[config.mk]
export PLATFORM = sky130hd
export DESIGN_NAME = ftm_fan_tach_monitor
export DESIGN_NICKNAME = d
export VERILOG_FILES = /design/src/hw/ftm_fan_tach_monitor.v
export VERILOG_INCLUDE_DIRS = /design/src /design/src/hw
export SDC_FILE = /design/constraint.sdc
export NUM_CORES = 1
export LEC_CHECK = 0
export BUFFER_PORTS_ARGS = -buffer_cell sky130_fd_sc_hd__buf_2
export CAP_MARGIN = 20
export CORE_MARGIN = 2
export CORE_UTILIZATION = 57
export CTS_CLUSTER_DIAMETER = 80
export DETAILED_ROUTE_END_ITERATION = 7
export PLACE_DENSITY = 0.81
export REMOVE_ABC_BUFFERS = 1
export SLEW_MARGIN = 20
export SYNTH_ARGS = -nofsm -noshare
export SYNTH_HDL_FRONTEND = slang
export SYNTH_SLANG_ARGS = --single-unit
[constraint.sdc]
create_clock -name clk -period 3.05 [get_ports clk]
set_clock_uncertainty 0.2 [all_clocks]
set_input_delay 0.1525 -clock clk [delete_from_list [all_inputs] [get_ports clk]]
set_output_delay 0.1525 -clock clk [all_outputs]
set_load 0.01 [all_outputs]
[src/hw/ftm_consts.vh]
`ifndef FTM_CONSTS_VH
`define FTM_CONSTS_VH

// Register byte offsets
`define FTM_ADR_CFG      8'h00
`define FTM_ADR_CHMODE   8'h04
`define FTM_ADR_FANDIV   8'h08
`define FTM_ADR_VAL1     8'h0C
`define FTM_ADR_VAL2     8'h10
`define FTM_ADR_LIM1     8'h14
`define FTM_ADR_LIM2     8'h18
`define FTM_ADR_STAT     8'h1C
`define FTM_ADR_ICLR     8'h20
`define FTM_ADR_IEN      8'h24

// Configuration register bits
`define FTM_CFG_START    0
`define FTM_CFG_INTEN    1
`define FTM_CFG_INTCLR   3

// Channel mode bits: 0 = tach input, 1 = analog input
`define FTM_CH_PIN1      0
`define FTM_CH_PIN2      1

// Divisor fields in the shared register
`define FTM_DIV1_LSB     4
`define FTM_DIV2_LSB     6

// Event bits of status, clear and enable registers
`define FTM_EV_FAIL1     0
`define FTM_EV_FAIL2     1
`define FTM_EV_DONE1     2
`define FTM_EV_DONE2     3
`define FTM_EV_W         4

// Reset values
`define FTM_RST_CFG      8'h00
`define FTM_RST_CHMODE   2'h0
`define FTM_RST_DIV      4'h5
`define FTM_RST_LIM      8'hFF
`define FTM_RST_VAL      8'h00
`define FTM_CNT_FULL     8'hFF

// Timing: system clock and tach reference clock
`define FTM_CLK_HZ       100000000
`define FTM_REF_HZ       22500

`endif

[src/hw/ftm_fan_tach_monitor.v]
// Summary of operation
// RULE1: Channel mode bits 0 and 1 pick analog or tach use per pin.
// RULE2: Both pin select bits reset to zero, meaning tach operation.
// RULE3: Reference clock gated into 8-bit counter over two tach periods.
// RULE4: Count from a rising tach edge to the second following rising edge.
// RULE5: Monitoring starts on a config write with start one, clear zero.
// RULE6: Software should set interrupt enable when starting monitoring.
// RULE7: Enabled fans are measured one after the other with one counter.
// RULE8: Measurement ends after two tach cycles or at count 255.
// RULE9: Each result goes to its fan value register, readable any time.
// RULE10: Measurements repeat while monitoring stays started.
// RULE11: Per-fan prescaler divides reference by 1, 2, 4 or 8.
// RULE12: Each prescaler resets to divide by two.
// RULE13: Count equals ref times sixty over rpm times divisor.
// RULE14: Divisor selections live in bits 4 to 7 of shared register.
// RULE15: Failure flagged when the count is greater than the low limit.
// RULE16: No overspeed limit; fan limit registers hold low limit only.
// RULE17: Fan and analog sequences share the start event only.
// RULE18: Fan one divisor in bits 4-5, fan two in 6-7, codes 1,2,4,8.
// RULE19: Counter holds at full scale and that value is stored.
`timescale 1ns/1ps
`default_nettype none
`include "ftm_consts.vh"

module ftm_fan_tach_monitor #(
   parameter REF_DIV = `FTM_CLK_HZ / `FTM_REF_HZ
) (
   input  wire        clk,
   input  wire        rst_n,
   input  wire        wb_cyc_i,
   input  wire        wb_stb_i,
   input  wire        wb_we_i,
   input  wire [7:0]  wb_adr_i,
   input  wire [3:0]  wb_sel_i,
   input  wire [31:0] wb_dat_i,
   output reg  [31:0] wb_dat_o,
   output reg         wb_ack_o,
   input  wire        tach_input_one,
   input  wire        tach_input_two,
   input  wire [3:0]  core_voltage_code_low,
   output reg  [1:0]  pin_analog_sel,
   output reg         analog_start,
   output reg         irq
);

   // Sequencer states, one-hot
   localparam [3:0] S_IDLE  = 4'b0001;
   localparam [3:0] S_ARM   = 4'b0010;
   localparam [3:0] S_COUNT = 4'b0100;
   localparam [3:0] S_STORE = 4'b1000;

   // Last count of the reference divider, cut to the divider width
   localparam [12:0] REF_LAST = REF_DIV[12:0] - 13'h0001;

   // Mask of prescaler bits that must be all ones for a tick
   function [2:0] div_mask;
      input [1:0] code;
      begin
         case (code)
            2'h0:    div_mask = 3'h0;
            2'h1:    div_mask = 3'h1;
            2'h2:    div_mask = 3'h3;
            default: div_mask = 3'h7;
         endcase
      end
   endfunction

   // Saturating increment, holds at full scale
   function [7:0] sat_inc;
      input [7:0] v;
      begin
         if (v == `FTM_CNT_FULL) begin
            sat_inc = v;
         end else begin
            sat_inc = v + 8'h01;
         end
      end
   endfunction

   // Offset match, shared by the per-register write strobes
   function reg_hit;
      input [7:0] adr;
      input [7:0] off;
      begin
         reg_hit = (adr == off);
      end
   endfunction

   reg  [7:0]  cfg_q;
   reg  [3:0]  div_q;
   reg  [7:0]  val1_q;
   reg  [7:0]  val2_q;
   reg  [7:0]  lim1_q;
   reg  [7:0]  lim2_q;
   reg  [3:0]  stat_q;
   reg  [3:0]  ien_q;
   reg         run_q;
   reg  [12:0] ref_cnt_q;
   reg         ref_tick_q;
   reg  [2:0]  ps_cnt_q;
   reg  [3:0]  state_q;
   reg         fan_q;
   reg  [7:0]  cnt_q;
   reg         edge2_q;
   reg         tach1_q;
   reg         tach2_q;
   reg         hist_ok_q;

   wire        wb_req;
   wire        wr;
   wire        start_wr;
   wire        stop_wr;
   wire        tach_input_one_en;
   wire        tach_input_two_en;
   wire        tach_now;
   wire        tach_prev;
   wire        tach_rise;
   wire [1:0]  div_sel;
   wire        ps_tick;
   wire        done;
   wire        fail;
   wire        next_fan;
   wire        cur_en;
   wire        wr_cfg;
   wire        wr_chmode;
   wire        wr_fandiv;
   wire        wr_lim1;
   wire        wr_lim2;
   wire        wr_iclr;
   wire        wr_ien;
   reg  [3:0]  ev_set;
   reg  [7:0]  rd_data;

   // A request is answered once; ack drops the cycle after it rose
   assign wb_req   = wb_cyc_i & wb_stb_i & ~wb_ack_o;
   assign wr       = wb_req & wb_we_i & wb_sel_i[0];
   assign start_wr = wr && (wb_adr_i == `FTM_ADR_CFG) &&
                     wb_dat_i[`FTM_CFG_START] &&
                     !wb_dat_i[`FTM_CFG_INTCLR];              // [RULE5]
   assign stop_wr  = wr && (wb_adr_i == `FTM_ADR_CFG) &&
                     !wb_dat_i[`FTM_CFG_START];

   // Per-register write strobes, one cycle wide at the taking edge
   assign wr_cfg    = wr & reg_hit(wb_adr_i, `FTM_ADR_CFG);
   assign wr_chmode = wr & reg_hit(wb_adr_i, `FTM_ADR_CHMODE);
   assign wr_fandiv = wr & reg_hit(wb_adr_i, `FTM_ADR_FANDIV);
   assign wr_lim1   = wr & reg_hit(wb_adr_i, `FTM_ADR_LIM1);
   assign wr_lim2   = wr & reg_hit(wb_adr_i, `FTM_ADR_LIM2);
   assign wr_iclr   = wr & reg_hit(wb_adr_i, `FTM_ADR_ICLR);
   assign wr_ien    = wr & reg_hit(wb_adr_i, `FTM_ADR_IEN);

   // A pin set to analog use takes its fan out of the sequence
   assign tach_input_one_en = ~pin_analog_sel[`FTM_CH_PIN1];           // [RULE1]
   assign tach_input_two_en = ~pin_analog_sel[`FTM_CH_PIN2];           // [RULE1]
   // A pin turned analog mid-measurement would only saturate; drop it
   assign cur_en  = fan_q ? tach_input_two_en : tach_input_one_en;               // [RULE1]

   // Single counter is steered to the fan under measurement
   assign tach_now  = fan_q ? tach_input_two : tach_input_one; // [RULE7]
   assign tach_prev = fan_q ? tach2_q : tach1_q;
   assign tach_rise = hist_ok_q & tach_now & ~tach_prev;
   assign div_sel   = fan_q ? div_q[3:2] : div_q[1:0];       // [RULE18]
   assign ps_tick   = ref_tick_q &&
                      ((ps_cnt_q & div_mask(div_sel)) ==
                       div_mask(div_sel));                    // [RULE11]

   // Second further rising edge or full scale ends the measurement
   assign done = (state_q == S_COUNT) &&
                 ((tach_rise && edge2_q) ||
                  (cnt_q == `FTM_CNT_FULL));                 // [RULE8]
   // Period grows as the fan slows, so above the limit is a failure
   assign fail = fan_q ? (cnt_q > lim2_q) : (cnt_q > lim1_q); // [RULE15]
   // Alternate when both fans are enabled, otherwise stay on one
   assign next_fan = fan_q ? ~tach_input_one_en : tach_input_two_en;             // [RULE7]

   // Reference clock divider; the count is a period, not a bound
   always @(posedge clk or negedge rst_n) begin
      if (!rst_n) begin
         ref_cnt_q  <= 13'h0000;
         ref_tick_q <= 1'b0;
      end else if (ref_cnt_q == REF_LAST) begin
         ref_cnt_q  <= 13'h0000;
         ref_tick_q <= 1'b1;
      end else begin
         ref_cnt_q  <= ref_cnt_q + 13'h0001;
         ref_tick_q <= 1'b0;
      end
   end

   // Tach history for edge detection; no edge until one real sample
   always @(posedge clk or negedge rst_n) begin
      if (!rst_n) begin
         tach1_q   <= 1'b0;
         tach2_q   <= 1'b0;
         hist_ok_q <= 1'b0;
      end else begin
         tach1_q   <= tach_input_one;
         tach2_q   <= tach_input_two;
         hist_ok_q <= 1'b1;
      end
   end

   // Run flag; analog side gets only the shared start pulse
   always @(posedge clk or negedge rst_n) begin
      if (!rst_n) begin
         run_q        <= 1'b0;
         analog_start <= 1'b0;
      end else begin
         analog_start <= start_wr;                           // [RULE17]
         if (start_wr) begin
            run_q <= 1'b1;                                   // [RULE5]
         end else if (stop_wr) begin
            run_q <= 1'b0;
         end
      end
   end

   // Measurement sequencer
   always @(posedge clk or negedge rst_n) begin
      if (!rst_n) begin
         state_q  <= S_IDLE;
         fan_q    <= 1'b0;
         cnt_q    <= 8'h00;
         edge2_q  <= 1'b0;
         ps_cnt_q <= 3'h0;
         val1_q   <= `FTM_RST_VAL;
         val2_q   <= `FTM_RST_VAL;
      end else begin
         case (state_q)
            S_IDLE: begin
               if (run_q && (tach_input_one_en || tach_input_two_en)) begin
                  fan_q   <= ~tach_input_one_en;
                  state_q <= S_ARM;
               end
            end
            S_ARM: begin
               cnt_q    <= 8'h00;
               edge2_q  <= 1'b0;
               ps_cnt_q <= 3'h0;
               if (!run_q || !cur_en) begin
                  state_q <= S_IDLE;
               end else if (tach_rise) begin
                  state_q <= S_COUNT;                        // [RULE4]
               end
            end
            S_COUNT: begin
               if (!run_q || !cur_en) begin
                  state_q <= S_IDLE;
               end else if (done) begin
                  state_q <= S_STORE;
               end else begin
                  if (tach_rise) begin
                     edge2_q <= 1'b1;                        // [RULE4]
                  end
                  if (ref_tick_q) begin
                     ps_cnt_q <= ps_cnt_q + 3'h1;
                  end
                  if (ps_tick) begin
                     cnt_q <= sat_inc(cnt_q);   // [RULE3] [RULE19]
                  end
               end
            end
            S_STORE: begin
               // Stored value is ref*60/(rpm*divisor) at two pulses/rev
               if (fan_q) begin
                  val2_q <= cnt_q;                  // [RULE9] [RULE13]
               end else begin
                  val1_q <= cnt_q;                  // [RULE9] [RULE13]
               end
               fan_q <= next_fan;
               if (run_q && (tach_input_one_en || tach_input_two_en)) begin
                  state_q <= S_ARM;                          // [RULE10]
               end else begin
                  state_q <= S_IDLE;
               end
            end
            default: begin
               state_q <= S_IDLE;
            end
         endcase
      end
   end

   // Events raised at each store
   always @* begin
      ev_set = 4'h0;
      if (state_q == S_STORE) begin
         ev_set[fan_q ? `FTM_EV_DONE2 : `FTM_EV_DONE1] = 1'b1;
         ev_set[fan_q ? `FTM_EV_FAIL2 : `FTM_EV_FAIL1] = fail; // [RULE15]
      end
   end

   // Software registers; set wins over a clear in the same cycle
   always @(posedge clk or negedge rst_n) begin
      if (!rst_n) begin
         cfg_q          <= `FTM_RST_CFG;
         pin_analog_sel <= `FTM_RST_CHMODE;                  // [RULE2]
         div_q          <= `FTM_RST_DIV;                     // [RULE12]
         lim1_q         <= `FTM_RST_LIM;
         lim2_q         <= `FTM_RST_LIM;
         stat_q         <= 4'h0;
         ien_q          <= 4'h0;
      end else begin
         if (wr_cfg) begin
            cfg_q <= wb_dat_i[7:0];
         end else if (wr_chmode) begin
            pin_analog_sel <= wb_dat_i[1:0];                 // [RULE1]
         end else if (wr_fandiv) begin
            div_q <= wb_dat_i[7:4];                          // [RULE14]
         end else if (wr_lim1) begin
            lim1_q <= wb_dat_i[7:0];                         // [RULE16]
         end else if (wr_lim2) begin
            lim2_q <= wb_dat_i[7:0];                         // [RULE16]
         end else if (wr_ien) begin
            ien_q <= wb_dat_i[3:0];
         end
         if (wr_iclr) begin
            stat_q <= (stat_q & ~wb_dat_i[3:0]) | ev_set;
         end else begin
            stat_q <= stat_q | ev_set;
         end
      end
   end

   // Read mux; the divisor register mirrors the voltage code pins
   always @* begin
      if (wb_adr_i == `FTM_ADR_CFG) begin
         rd_data = cfg_q;
      end else if (wb_adr_i == `FTM_ADR_CHMODE) begin
         rd_data = {6'h00, pin_analog_sel};
      end else if (wb_adr_i == `FTM_ADR_FANDIV) begin
         rd_data = {div_q, core_voltage_code_low};           // [RULE14]
      end else if (wb_adr_i == `FTM_ADR_VAL1) begin
         rd_data = val1_q;                                   // [RULE9]
      end else if (wb_adr_i == `FTM_ADR_VAL2) begin
         rd_data = val2_q;                                   // [RULE9]
      end else if (wb_adr_i == `FTM_ADR_LIM1) begin
         rd_data = lim1_q;
      end else if (wb_adr_i == `FTM_ADR_LIM2) begin
         rd_data = lim2_q;
      end else if (wb_adr_i == `FTM_ADR_STAT) begin
         rd_data = {4'h0, stat_q};
      end else if (wb_adr_i == `FTM_ADR_IEN) begin
         rd_data = {4'h0, ien_q};
      end else begin
         rd_data = 8'h00;
      end
   end

   // Bus answer one cycle after the request; unmapped reads give zero
   always @(posedge clk or negedge rst_n) begin
      if (!rst_n) begin
         wb_ack_o <= 1'b0;
         wb_dat_o <= 32'h00000000;
      end else begin
         wb_ack_o <= wb_req;
         if (wb_req && !wb_we_i) begin
            wb_dat_o <= {24'h000000, rd_data};
         end
      end
   end

   // Level interrupt gated by config enable and clear bits
   always @(posedge clk or negedge rst_n) begin
      if (!rst_n) begin
         irq <= 1'b0;
      end else begin
         irq <= (|(stat_q & ien_q)) && cfg_q[`FTM_CFG_INTEN] &&
                !cfg_q[`FTM_CFG_INTCLR];                     // [RULE6]
      end
   end

endmodule
`default_nettype wire

==> results of run 1 <==
## kinds of logic after synthesis
family,Yosys count,synth area share (%)
buffers and inverters,64,6.12
xor gates and xnor gates,18,2.84
and+or+nand+nor,155,15.4
DFF,100,45.6
AOI/OAI and AO/OA,105,13.0
other,2,0.135
adders and majority gates,19,4.29
muxes,62,12.7
## routing by layer
metal,global-route usage [%],wire (um),vias to the layer above
met3,4.27,831,9
met1,36.5,5700,2088
li1,-,-,1948
met5,0,0,-
met4,6.26,104,0
met2,40.9,6010,206
## how the worst max path moves through the flow
| stage | start | endpoint | slack, ps | cells after the start |
|---|---|---|---|---|
| 4_1_cts | wb_stb_i | lim2_q[1] | 340 | 9 |
| 5_1_grt | wb_stb_i | lim2_q[1] | 190 | 9 |
| 3_3_place_gp | cnt_q[1] | cnt_q[5] | 740 | 6 |
| 3_5_place_dp | cnt_q[1] | cnt_q[5] | 660 | 6 |
| 2_1_floorplan | state_q[3] | cnt_q[5] | 400 | 6 |
| 6_report | wb_stb_i | lim2_q[1] | 260 | 9 |
## stage by stage
stage / hold WS, ps / setup slack (ps) / total power (uW) / utilization, % / instance area, um2
after floorplan: -343 / 397 / 1440 / - / 5370
after global placement: 72.3 / 741 / 1530 / 62.3 / 5810
after detailed placement: 80.7 / 657 / 1530 / 62.3 / 5810
after CTS: 31.1 / 341 / 2430 / 66.0 / 6160
after global routing: 88.1 / 189 / 2490 / 66.0 / 6160
final: 67.1 / 264 / 2410 / 66.0 / 6160
## power groups by stage
| stage | logic [uW] | registers, uW | clock network (uW) |
|---|---|---|---|
| final | 174 | 1350 | 886 |
| after detailed placement | 159 | 1380 | 0 |
| after floorplan | 69.1 | 1370 | 0 |
| after global routing | 194 | 1350 | 946 |
| after global placement | 154 | 1370 | 0 |
| after CTS | 172 | 1350 | 904 |
## registers in the layout, indices dropped and copies added, names as in the netlist, 2 cells and up
signal	flops
val1_q	8
cnt_q	8
wb_dat_o	8
ps_cnt_q	3
stat_q	4
state_q	4
ref_cnt_q	13
val2_q	8
lim1_q	8
pin_analog_sel	2
lim2_q	8
ien_q	4
cfg_q	8
div_q	4
## cell type report
cell class,count,share of cell area [%]
Clock inverter,6,1.16
Clock buffer,10,2.23
Multi-Input combinational cell,384,44.9
Timing Repair Buffer,64,6.84
Tap cell,129,2.62
Inverter,21,1.28
Sequential cell,100,41.0
## cell usage after synthesis (3+ instances only)
cell and number:
a211oi_1 4, buf_4 24, dfrtp_1 81, ha_1 19, nor4_1 3, a221o_1 4, o21ai_0 33, o21a_1 3
nor2b_1 13, a31oi_1 3, and3_1 6, a21oi_1 10, clkbuf_1 16, and2_1 3, dfstp_2 19, a21o_1 11
nand2_1 32, nand3_1 18, nand2b_1 8, nor3_1 4, or3_4 3, inv_1 21, o22ai_1 3, nand4_1 9
o211ai_1 3, xor2_1 10, mux2i_1 13, nor2_1 37, xnor2_1 8, a22oi_1 9, o32ai_1 3, a22o_1 3
mux2_4 6, mux2_2 43
## tightest hold or removal path, cell delays in order
cell and delay (ps):
buf_2 90, o21ai_0 170, a21o_1 120, o21ai_0 60
## what timing repair did
| item | 4_1_cts | 5_1_grt |
|---|---|---|
| hold buffers | 14 | 0 |
| endpoints found under the hold margin | 108 | 0 |
| buffers inserted | 0 | 0 |
| setup endpoints to repair | 0 | 0 |
==> results.md, run 1 <==
- Area Overhead vs Synth: 11.2%
- Max-cap viol count: 0
- Antenna fix cells: 0
- Total gr overflow: 0
- Max Buffers Root-to-Sink: 2
- Clock slew at reported path FFs: roughly 100 ps
- Yosys warning total: 0
- Arr. time, crit path: between 2000 and 3000 ps
- Drt via density: ~6.0
- Power per cell area: 391 mW/mm2
- Critical Path Sink Type: register
- Largest net degree at the start of global routing: 88
- Status: complete, no violations
- IR Drop Worst-Case VDD: approximately 270 uV
- Hold path endpoint: wb_dat_o[2]
- Most frequent cells in the layout: dfrtp_1, mux2_2, buf_2
- Post-Synthesis Cells: 525
- Crit path cell chain: dlygate4sd3_1, buf_2, nand2_1, dlygate4sd3_1, nor2_1, and3_1, inv_1, nor3_4, mux2_2
- Reg2Reg Depth: 6
- Sequential fraction of the synthesis area: a little under half
- Post-synthesis cell area: 0.00554 mm2
- Hold Path Depth: 4
- Hold Crit Start: core_voltage_code_low[2]
- Root buffer cell: clkbuf_8
- Sw power: between 600 and 700 uW
- # rows: 35
- Share of cells above drive strength 1: 25.5%
- Non-filler cells, final: about 710
- DP Cell Count: around 700
- Slowest CP cell: dlygate4sd3_1
- Startpoint Class: primary input
- Largest delay contributor family on the critical path: buffers and inverters
- Sw Share: 25.0%
- Ys async rst share: 100%
- Synth area leader: dfrtp_1
- Syn_area_per_cell: roughly 11 um2
- Unique masters post-synth: between 60 and 70
- Via count: ~4.3k
- FF-to-FF End: cnt_q[5]
- Final min period: roughly 2800 ps
- # port buffers: 40
- Wire length per cell: 17.7 um
- Initial Util: between 50% and 60%
- Layout fillers: 720
- Number of global-route vias before repair: between 4k and 5k
- Number of synthesized flops with an enable pin: 0
- Drt total wl: roughly 13000 um
- Fmax: around 360 MHz
- Relative slew slack: 47.9%
- RePlAce Congestion: ~0.9
- Top_reg_cell synth: dfrtp_1
- Starting DRT DRC Count: 364
- Most common cell after layout, fill and taps aside: dfrtp_1
- Dpl hpwl: ~9000 um
- Clock network fraction of design power: between 30% and 40%
- Setup repair after global routing missed its margin: false
- Clock Latency Late Sink: 370 ps
- Final setup viols: 0
- Leak: around 0.0028 uW
- Multi-input logic area: roughly 0.0028 mm2
- Die width: around 100 um
- FF-to-FF Start: cnt_q[1]
- Die H: 103 um
- Req. time, crit path: around 3100 ps
- Post-CTS sizing: 0
- Comb pwr share: 7.2%
- Pins Over Slew Limit: 0
- Share of the synthesized area in the top cell type: a little over a third
- Sequential share of power: 56.0%
- Max stage delay on crit path: about 550 ps
- CTS tree: yes
- Seq. cell area: between 0.002 and 0.003 mm2
- Post-Route Setup TNS: 0 ps
- Core Box Area: between 0.009 and 0.01 mm2
- 1st-pass router iterations: 5
- Number of buffers and inverters on the critical path: 4
- Largest cells by area after synthesis: dfrtp_1, dfstp_2, mux2_2
- Internal power: between 1500 and 2000 uW
- Min-Delay Path Class: primary input to register
- Drc violations: 0
- Post-DRT Antenna Nets: 0
- Die ar.: around 0.011 mm2
- Clock net sink count: 100
- H-tree depth: 3
- Crit path kind: primary input to register
- First-pass GRT wire length: slightly above 20000 um
- GR Util All Layers: 25.5%
- Crit Path Max Fanout: 8
- Flops & latches, synth: 100
- Inserted Clock Buffers: 9
- Final Hold Vio Count: 0
- Initial antenna violation count: 0
- Most common cell on crit path: dlygate4sd3_1
- Tcrit/Tclk final: between 90% and 100%
- Nets: roughly 650
- FF-to-FF setup slack: slightly above 600 ps
- Ports: 92
- Worst-Margin Slew: 781 ps
Note: power is estimated with default switching activity, not from simulation.
==> run 2, diff against run 1 <==
Settings changed: ABC_AREA set to 1.
==> run 2 against run 1 <==
Maximum frequency about the same. Wire length decreased by 0.51%. Non-clock buffer count decreased by 4. First-iteration DRC count is 24% lower. Final area fell by 1.4%. Worst hold slack worse by 33 ps. Largest power group unchanged.
==> results.md, run 2 <==
- CTS tree: yes
- Total gr overflow: 0 (unchanged)
- Sequential share of power: 54.6% (-1.4 points)
- Fmax: 359 MHz (about the same)
- Metal-1 WL: 5340 um (-6.3%)
- Largest net degree at the start of global routing: 53 (-40%)
- Max stage delay on crit path: 560 ps (about the same)
- # port buffers: 40 (unchanged)
- Starting DRT DRC Count: 275 (-24%)
- Core Box Area: 0.00924 mm2 (-0.94%)
- Flops & latches, synth: 100 (unchanged)
- Largest cells by area after synthesis: dfrtp_1, nand2_1, dfstp_2
- Unique masters post-synth: 43 (-35%)
- # rows: 35 (unchanged)
- Fin util: 65.8% (-0.29 points)
- Synth area leader: dfrtp_1
- Crit path cell chain: dlygate4sd3_1, buf_2, nand2_1, dlygate4sd3_1, nor2_1, nand3_1, inv_2, nand2_4, nor2_1, inv_1, nor2_1, dlygate4sd3_1
- Die H: 102 um (-0.80%)
- Post-CTS Setup Repair Bufs: 0 (unchanged)
- Post-DRT Antenna Nets: 0 (unchanged)
- Syn_area_per_cell: 8.02 um2 (-24%)
- Share of the synthesized area in the top cell type: 37.2% (+0.62 points)
- Drc violations: 0 (unchanged)
- Largest register FFs: 13 (unchanged)
- Final setup viols: 0 (unchanged)
- Ys async rst share: 100% (unchanged)
- Setup repair after global routing missed its margin: false
- Max Buffers Root-to-Sink: 2 (unchanged)
- Leak: 0.00284 uW (about the same)
- Startpoint Class: primary input
- Antenna fix cells: 0 (unchanged)
- Initial Util: 59.0% (-0.44 points)
- Initial antenna violation count: 0 (unchanged)
- WL met3: 864 um (+4.0%)
- RePlAce Congestion: 0.928 (about the same)
- Sw power: 745 uW (+24%)
- Relative slew slack: 42.1% (-5.9 points)
- Number of global-route vias before repair: 4351 (+6.7%)
- Share of cells above drive strength 1: 14.3% (-11 points)
- Clock Latency Late Sink: 380 ps (about the same)
- Most common cell after layout, fill and taps aside: nand2_1
- 1st-pass router iterations: 5 (unchanged)
- Critical Path Sink Type: register
- Sequential fraction of the synthesis area: 46.3% (+0.77 points)
- Req. time, crit path: 3160 ps (+20 ps)
- Clock net sink count: 100 (unchanged)
- Final min period: 2780 ps (-0.932 ps)
- Post-synthesis cell area: 0.00545 mm2 (-1.7%)
- Status: complete, no violations
- WHS: 34.3 ps (-32.8 ps)
- Sw Share: 28.8% (+3.9 points)
- Post-Route Setup TNS: 0 ps (unchanged)
- Worst-Margin Slew: 866 ps (+84.9 ps)
- Largest delay contributor family on the critical path: buffers and inverters
- Ports: 92 (unchanged)
- Clock network fraction of design power: 31.2% (-5.6 points)
- GR Util All Layers: 25.2% (-0.28 points)
- Most frequent cell after synthesis: nand2_1
- Internal power: 1840 uW (+1.7%)
- Drt total wl: 12600 um (-0.51%)
- Inserted Clock Buffers: 9 (unchanged)
- Most frequent cells in the layout: nand2_1, inv_1, dfrtp_1
- Yosys warning total: 0 (unchanged)
- Die width: 102 um (-0.80%)
- Number of buffers and inverters on the critical path: 6 (+2)
- Area Overhead vs Synth: 11.5%
- Dpl hpwl: 9030 um (+0.25%)
- Drt via density: 5.36 (-10%)
- Min-Delay Path Class: primary input to register
- Clock slew at reported path FFs: 100 ps (about the same)
- Max-cap viol count: 0 (unchanged)
- H-tree depth: 3 (unchanged)
- Crit Path Max Fanout: 18 (+10)
- Arr. time, crit path: 2890 ps (about the same)
- Via count: 4696 (+10%)
- Top_reg_cell synth: dfrtp_1
- Pins Over Slew Limit: 0 (unchanged)
- Number of synthesized flops with an enable pin: 0 (unchanged)
- Comb pwr share: 14.3% (+7.1 points)
- Post-Synthesis Cells: 680 (+30%)
- Tcrit/Tclk final: 91.3% (about the same)
- Die ar.: 0.0104 mm2 (-1.6%)
- Synth cell count leaders: nand2_1, inv_1, dfrtp_1
- Slowest CP cell: dlygate4sd3_1
- First-pass GRT wire length: 20300 um (-1.2%)
- Nets: 816 (+25%)
- Top reg by flops: ref_cnt_q
- Metal2 WL: 6040 um (+0.43%)
- IR Drop Worst-Case VDD: 290 uV (+5.8%)
- Final Hold Vio Count: 0 (unchanged)
- Root buffer cell: clkbuf_8
- Wire length per cell: 14.4 um (-19%)
- Crit path kind: primary input to register
- Power per cell area: 425 mW/mm2 (+8.7%)
- Top sig layer: met4
[run 2: power by group through the flow]
stage | clock network (uW) | logic (uW) | registers (uW)
finish | 806 | 369 | 1410
global route | 873 | 411 | 1420
CTS | 821 | 367 | 1410
detailed placement | 0 | 348 | 1430
global placement | 0 | 331 | 1430
floorplan | 0 | 222 | 1440
[run 2: layout make-up]
| class | count | area (um2) |
|---|---|---|
| fill | 750 | 3160 |
| sequential | 100 | 2530 |
| multi-input combinational | 479 | 2450 |
| timing repair buffer | 60 | 410 |
| inverter | 92 | 345 |
| tap | 129 | 161 |
| clock buffer | 11 | 141 |
| clock inverter | 5 | 43.8 |
[run 2: cell families after synthesis]
family                     after synthesis  synth area share [%]
AOI/OAI and AO/OA                      121                  12.4
xor gates and xnor gates                10                  1.61
adders and majority gates               19                  4.36
buffers and inverters                  124                  10.4
DFF                                    100                  46.3
muxes                                    1                 0.184
other                                    2                 0.138
and+or+nand+nor                        303                  24.6
[run 2: worst paths after layout]
check,from,slack (ps),depth (start not counted),to
worst min-delay path,core_voltage_code_low[0],30,7,wb_dat_o[0]
worst max register to register,wb_ack_o,840,8,analog_start
worst max-delay path,wb_stb_i,270,12,analog_start
min in group asynchronous,rst_n,150,2,stat_q[2]
worst min register to register,ref_cnt_q[0],250,1,ref_cnt_q[0]
max in group asynchronous,rst_n,1770,3,lim1_q[6]
[run 2: repair_timing]
| item | CTS | global route |
|---|---|---|
| setup endpoints to repair | 0 | 1 |
| hold buffers | 18 | 0 |
| hold endpoints to repair | 84 | 0 |
| resized for setup | 0 | 2 |
[run 2: worst register-to-register path: stages, from the launching register on]
cell           delay, ps
dfrtp_1              390
nor2_1               190
nand3_1              120
inv_2                180
nand2_4              160
nor2_1               170
inv_1                 80
nor2_1                80
dlygate4sd3_1        560
[run 2: layer usage]
metal | vias up | global-route usage, %
li1 | 2287 | -
met1 | 2191 | 32.8
met2 | 183 | 42.0
met3 | 35 | 5.52
met4 | 0 | 8.32
met5 | - | 0
[run 2: metrics by stage]
stage | cell area [um2] | cells | total power (uW) | worst slack [ps]
floorplan | 5310 | 671 | 1660 | 1260
global placement | 5710 | 842 | 1760 | 1040
detailed placement | 5710 | 842 | 1780 | 972
CTS | 6070 | 876 | 2600 | 171
global route | 6080 | 876 | 2700 | 115
finish | 6080 | 876 | 2580 | 265
==> run 3, diff against run 2 <==
Settings changed: ABC_AREA 1 to unset, HOLD_SLACK_MARGIN set to 0.08.
==> run 3 against run 2 <==
Critical path depth down 3. Via count decreased by 9.0%. Worst hold slack better by 120 ps. Total power decreased by 6.7%. Largest power group unchanged. Final area up 1.6%. First-iteration DRC count increased by 45%. Sequential cell count did not move. Combinational power down 53%. Register-to-register slack worse by 270 ps. Sequential power fell by 4%.
==> results.md, run 3 (synthesis results as in run 1) <==
- Status: complete, no violations
- Initial antenna violation count: 0 (unchanged)
- GR Layer Usage met2: 40.9% (-1.1 points)
- Drt via density: 5.98 (+12%)
- # port buffers: 40 (unchanged)
- Clock network fraction of design power: 36.7% (+5.5 points)
- Inserted Clock Buffers: 9 (unchanged)
- Wire length per cell: 17.7 um (+23%)
- Global Route met3 Usage: 4.27% (-1.2 points)
- Relative slew slack: 48.6% (+6.5 points)
- Final min period: 2780 ps (-8.88 ps)
- Post-DRT Antenna Nets: 0 (unchanged)
- Hold Crit Start: wb_adr_i[5]
- Starting DRT DRC Count: 400 (+45%)
- Drt total wl: 12700 um (+0.79%)
- Clock net sink count: 100 (unchanged)
- FF-to-FF End: cnt_q[5]
- Drc violations: 0 (unchanged)
- Dpl hpwl: 9010 um (-0.24%)
- Clock slew at reported path FFs: 100 ps (about the same)
- CTS tree: yes
- Arr. time, crit path: 2870 ps (-20 ps)
- Comb pwr share: 7.3% (-7.0 points)
- Min-Delay Path Class: primary input to register
- Die ar.: 0.0105 mm2 (+1.6%)
- Startpoint Class: primary input
- Max Buffers Root-to-Sink: 2 (unchanged)
- Final setup viols: 0 (unchanged)
- GRT Max-Usage Layer: met2
- IR Drop Worst-Case VDD: 274 uV (-5.4%)
- Most common cell after layout, fill and taps aside: dfrtp_1
- Hold Path Depth: 4 (-3)
- RePlAce Congestion: 0.927 (about the same)
- Via count: 4274 (-9.0%)
- FF-to-FF setup slack: 570 ps (-270 ps)
- WHS: 157 ps (+122 ps)
- Layout fillers: 718 (-4.3%)
- Ports: 92 (unchanged)
- # rows: 35 (unchanged)
- Fmax: 360 MHz (+0.32%)
- Power per cell area: 391 mW/mm2 (-8.1%)
- Slowest CP cell: dlygate4sd3_1
- First-pass GRT wire length: 20600 um (+1.3%)
- Most frequent cells in the layout: dfrtp_1, mux2_2, buf_2
- Crit path cell chain: dlygate4sd3_1, buf_2, nand2_1, dlygate4sd3_1, nor2_1, and3_1, inv_1, nor3_4, mux2_2
- Pins Over Slew Limit: 0 (unchanged)
- Nets: 655 (-20%)
- Max stage delay on crit path: 550 ps (about the same)
- Worst-Margin Slew: 771 ps (-94.8 ps)
- Crit Path Max Fanout: 8 (-10)
- Post-Route Setup TNS: 0 ps (unchanged)
- Largest register FFs: 13 (unchanged)
- Number of global-route vias before repair: 4081 (-6.2%)
- Sequential share of power: 56.0% (+1.4 points)
- Fin util: 66.2% (+0.40 points)
- Top reg by flops: ref_cnt_q
- Internal power: 1810 uW (-1.6%)
- Final Hold Vio Count: 0 (unchanged)
- Setup repair after global routing missed its margin: false
- Area Overhead vs Synth: 11.3%
- Die H: 103 um (+0.81%)
- Die width: 103 um (+0.81%)
- Met1 capacity usage during global routing: 36.6% (+3.8 points)
- Root buffer cell: clkbuf_8
- Sw Share: 25.0% (-3.8 points)
- Reg2Reg Depth: 6 (-2)
- Share of cells above drive strength 1: 25.4% (+11 points)
- FF-to-FF Start: cnt_q[1]
- Core Box Area: 0.00933 mm2 (+0.95%)
- Tcrit/Tclk final: 91.0% (-0.29 points)
- Post-CTS sizing: 0 (unchanged)
- Largest net degree at the start of global routing: 88 (+66%)
- Crit path kind: primary input to register
- Initial Util: 59.4% (+0.44 points)
- Clock Latency Late Sink: 370 ps (about the same)
- Design Power: 2410 uW (-6.7%)
- GR Util All Layers: 25.5% (+0.30 points)
- Total gr overflow: 0 (unchanged)
- Hold path endpoint: wb_dat_o[2]
- Most common cell on crit path: dlygate4sd3_1
- Critical Path Sink Type: register
- H-tree depth: 3 (unchanged)
- Antenna fix cells: 0 (unchanged)
- Max-cap viol count: 0 (unchanged)
- Sw power: 602 uW (-19%)
- Leak: 0.00284 uW (+0.12%)
- 1st-pass router iterations: 5 (unchanged)
- Req. time, crit path: 3140 ps (-20 ps)
==> run 3: power by group through the flow <==
stage,clock network (uW),registers (uW),logic [uW]
6_report,886,1350,175
5_1_grt,946,1350,195
4_1_cts,904,1350,173
3_5_place_dp,0,1380,159
3_3_place_gp,0,1370,154
2_1_floorplan,0,1370,69.1
==> run 3: critical path, delay by kind of cell <==
family	cells	cell delay [ps]
simple gates	4	990
mux	1	400
buf+inv	4	1310
==> run 3: worst max path at each step <==
stage	startpoint	endpoint	slack [ps]
6_report	wb_stb_i	lim2_q[1]	270
3_3_place_gp	cnt_q[1]	cnt_q[5]	740
5_1_grt	wb_stb_i	lim2_q[1]	190
3_5_place_dp	cnt_q[1]	cnt_q[5]	660
4_1_cts	wb_stb_i	lim2_q[1]	340
2_1_floorplan	state_q[3]	cnt_q[5]	400
==> run 3: repair_timing <==
| action | in CTS | in global routing |
|---|---|---|
| buffers inserted | 0 | 0 |
| setup endpoints to repair | 0 | 0 |
| hold endpoints to repair | 111 | 0 |
| hold buffers | 15 | 0 |
==> run 3: through the flow <==
stage	setup WS (ps)	std cells	cell area, um2
final	274	715	6170
after global routing	189	715	6170
after CTS	341	715	6170
after detailed placement	657	684	5810
after global placement	741	684	5810
after floorplan	397	505	5370
==> run 3: area by class of cell <==
type | instances | area [um2] | share of cell area (%)
repair buffers | 65 | 432 | 7.00
well taps | 129 | 161 | 2.62
inverters | 21 | 78.8 | 1.28
clock buffers | 10 | 138 | 2.23
multi-input cells | 384 | 2760 | 44.8
flip-flops and latches | 100 | 2530 | 40.9
clock inverters | 6 | 71.3 | 1.16
==> run 3: metal layers <==
layer	share of wire, %	up-vias	routed length, um
li1	-	1957	-
met1	45	2106	5690
met2	47	195	5940
met3	6.7	16	853
met4	1.5	0	192
met5	0	-	0
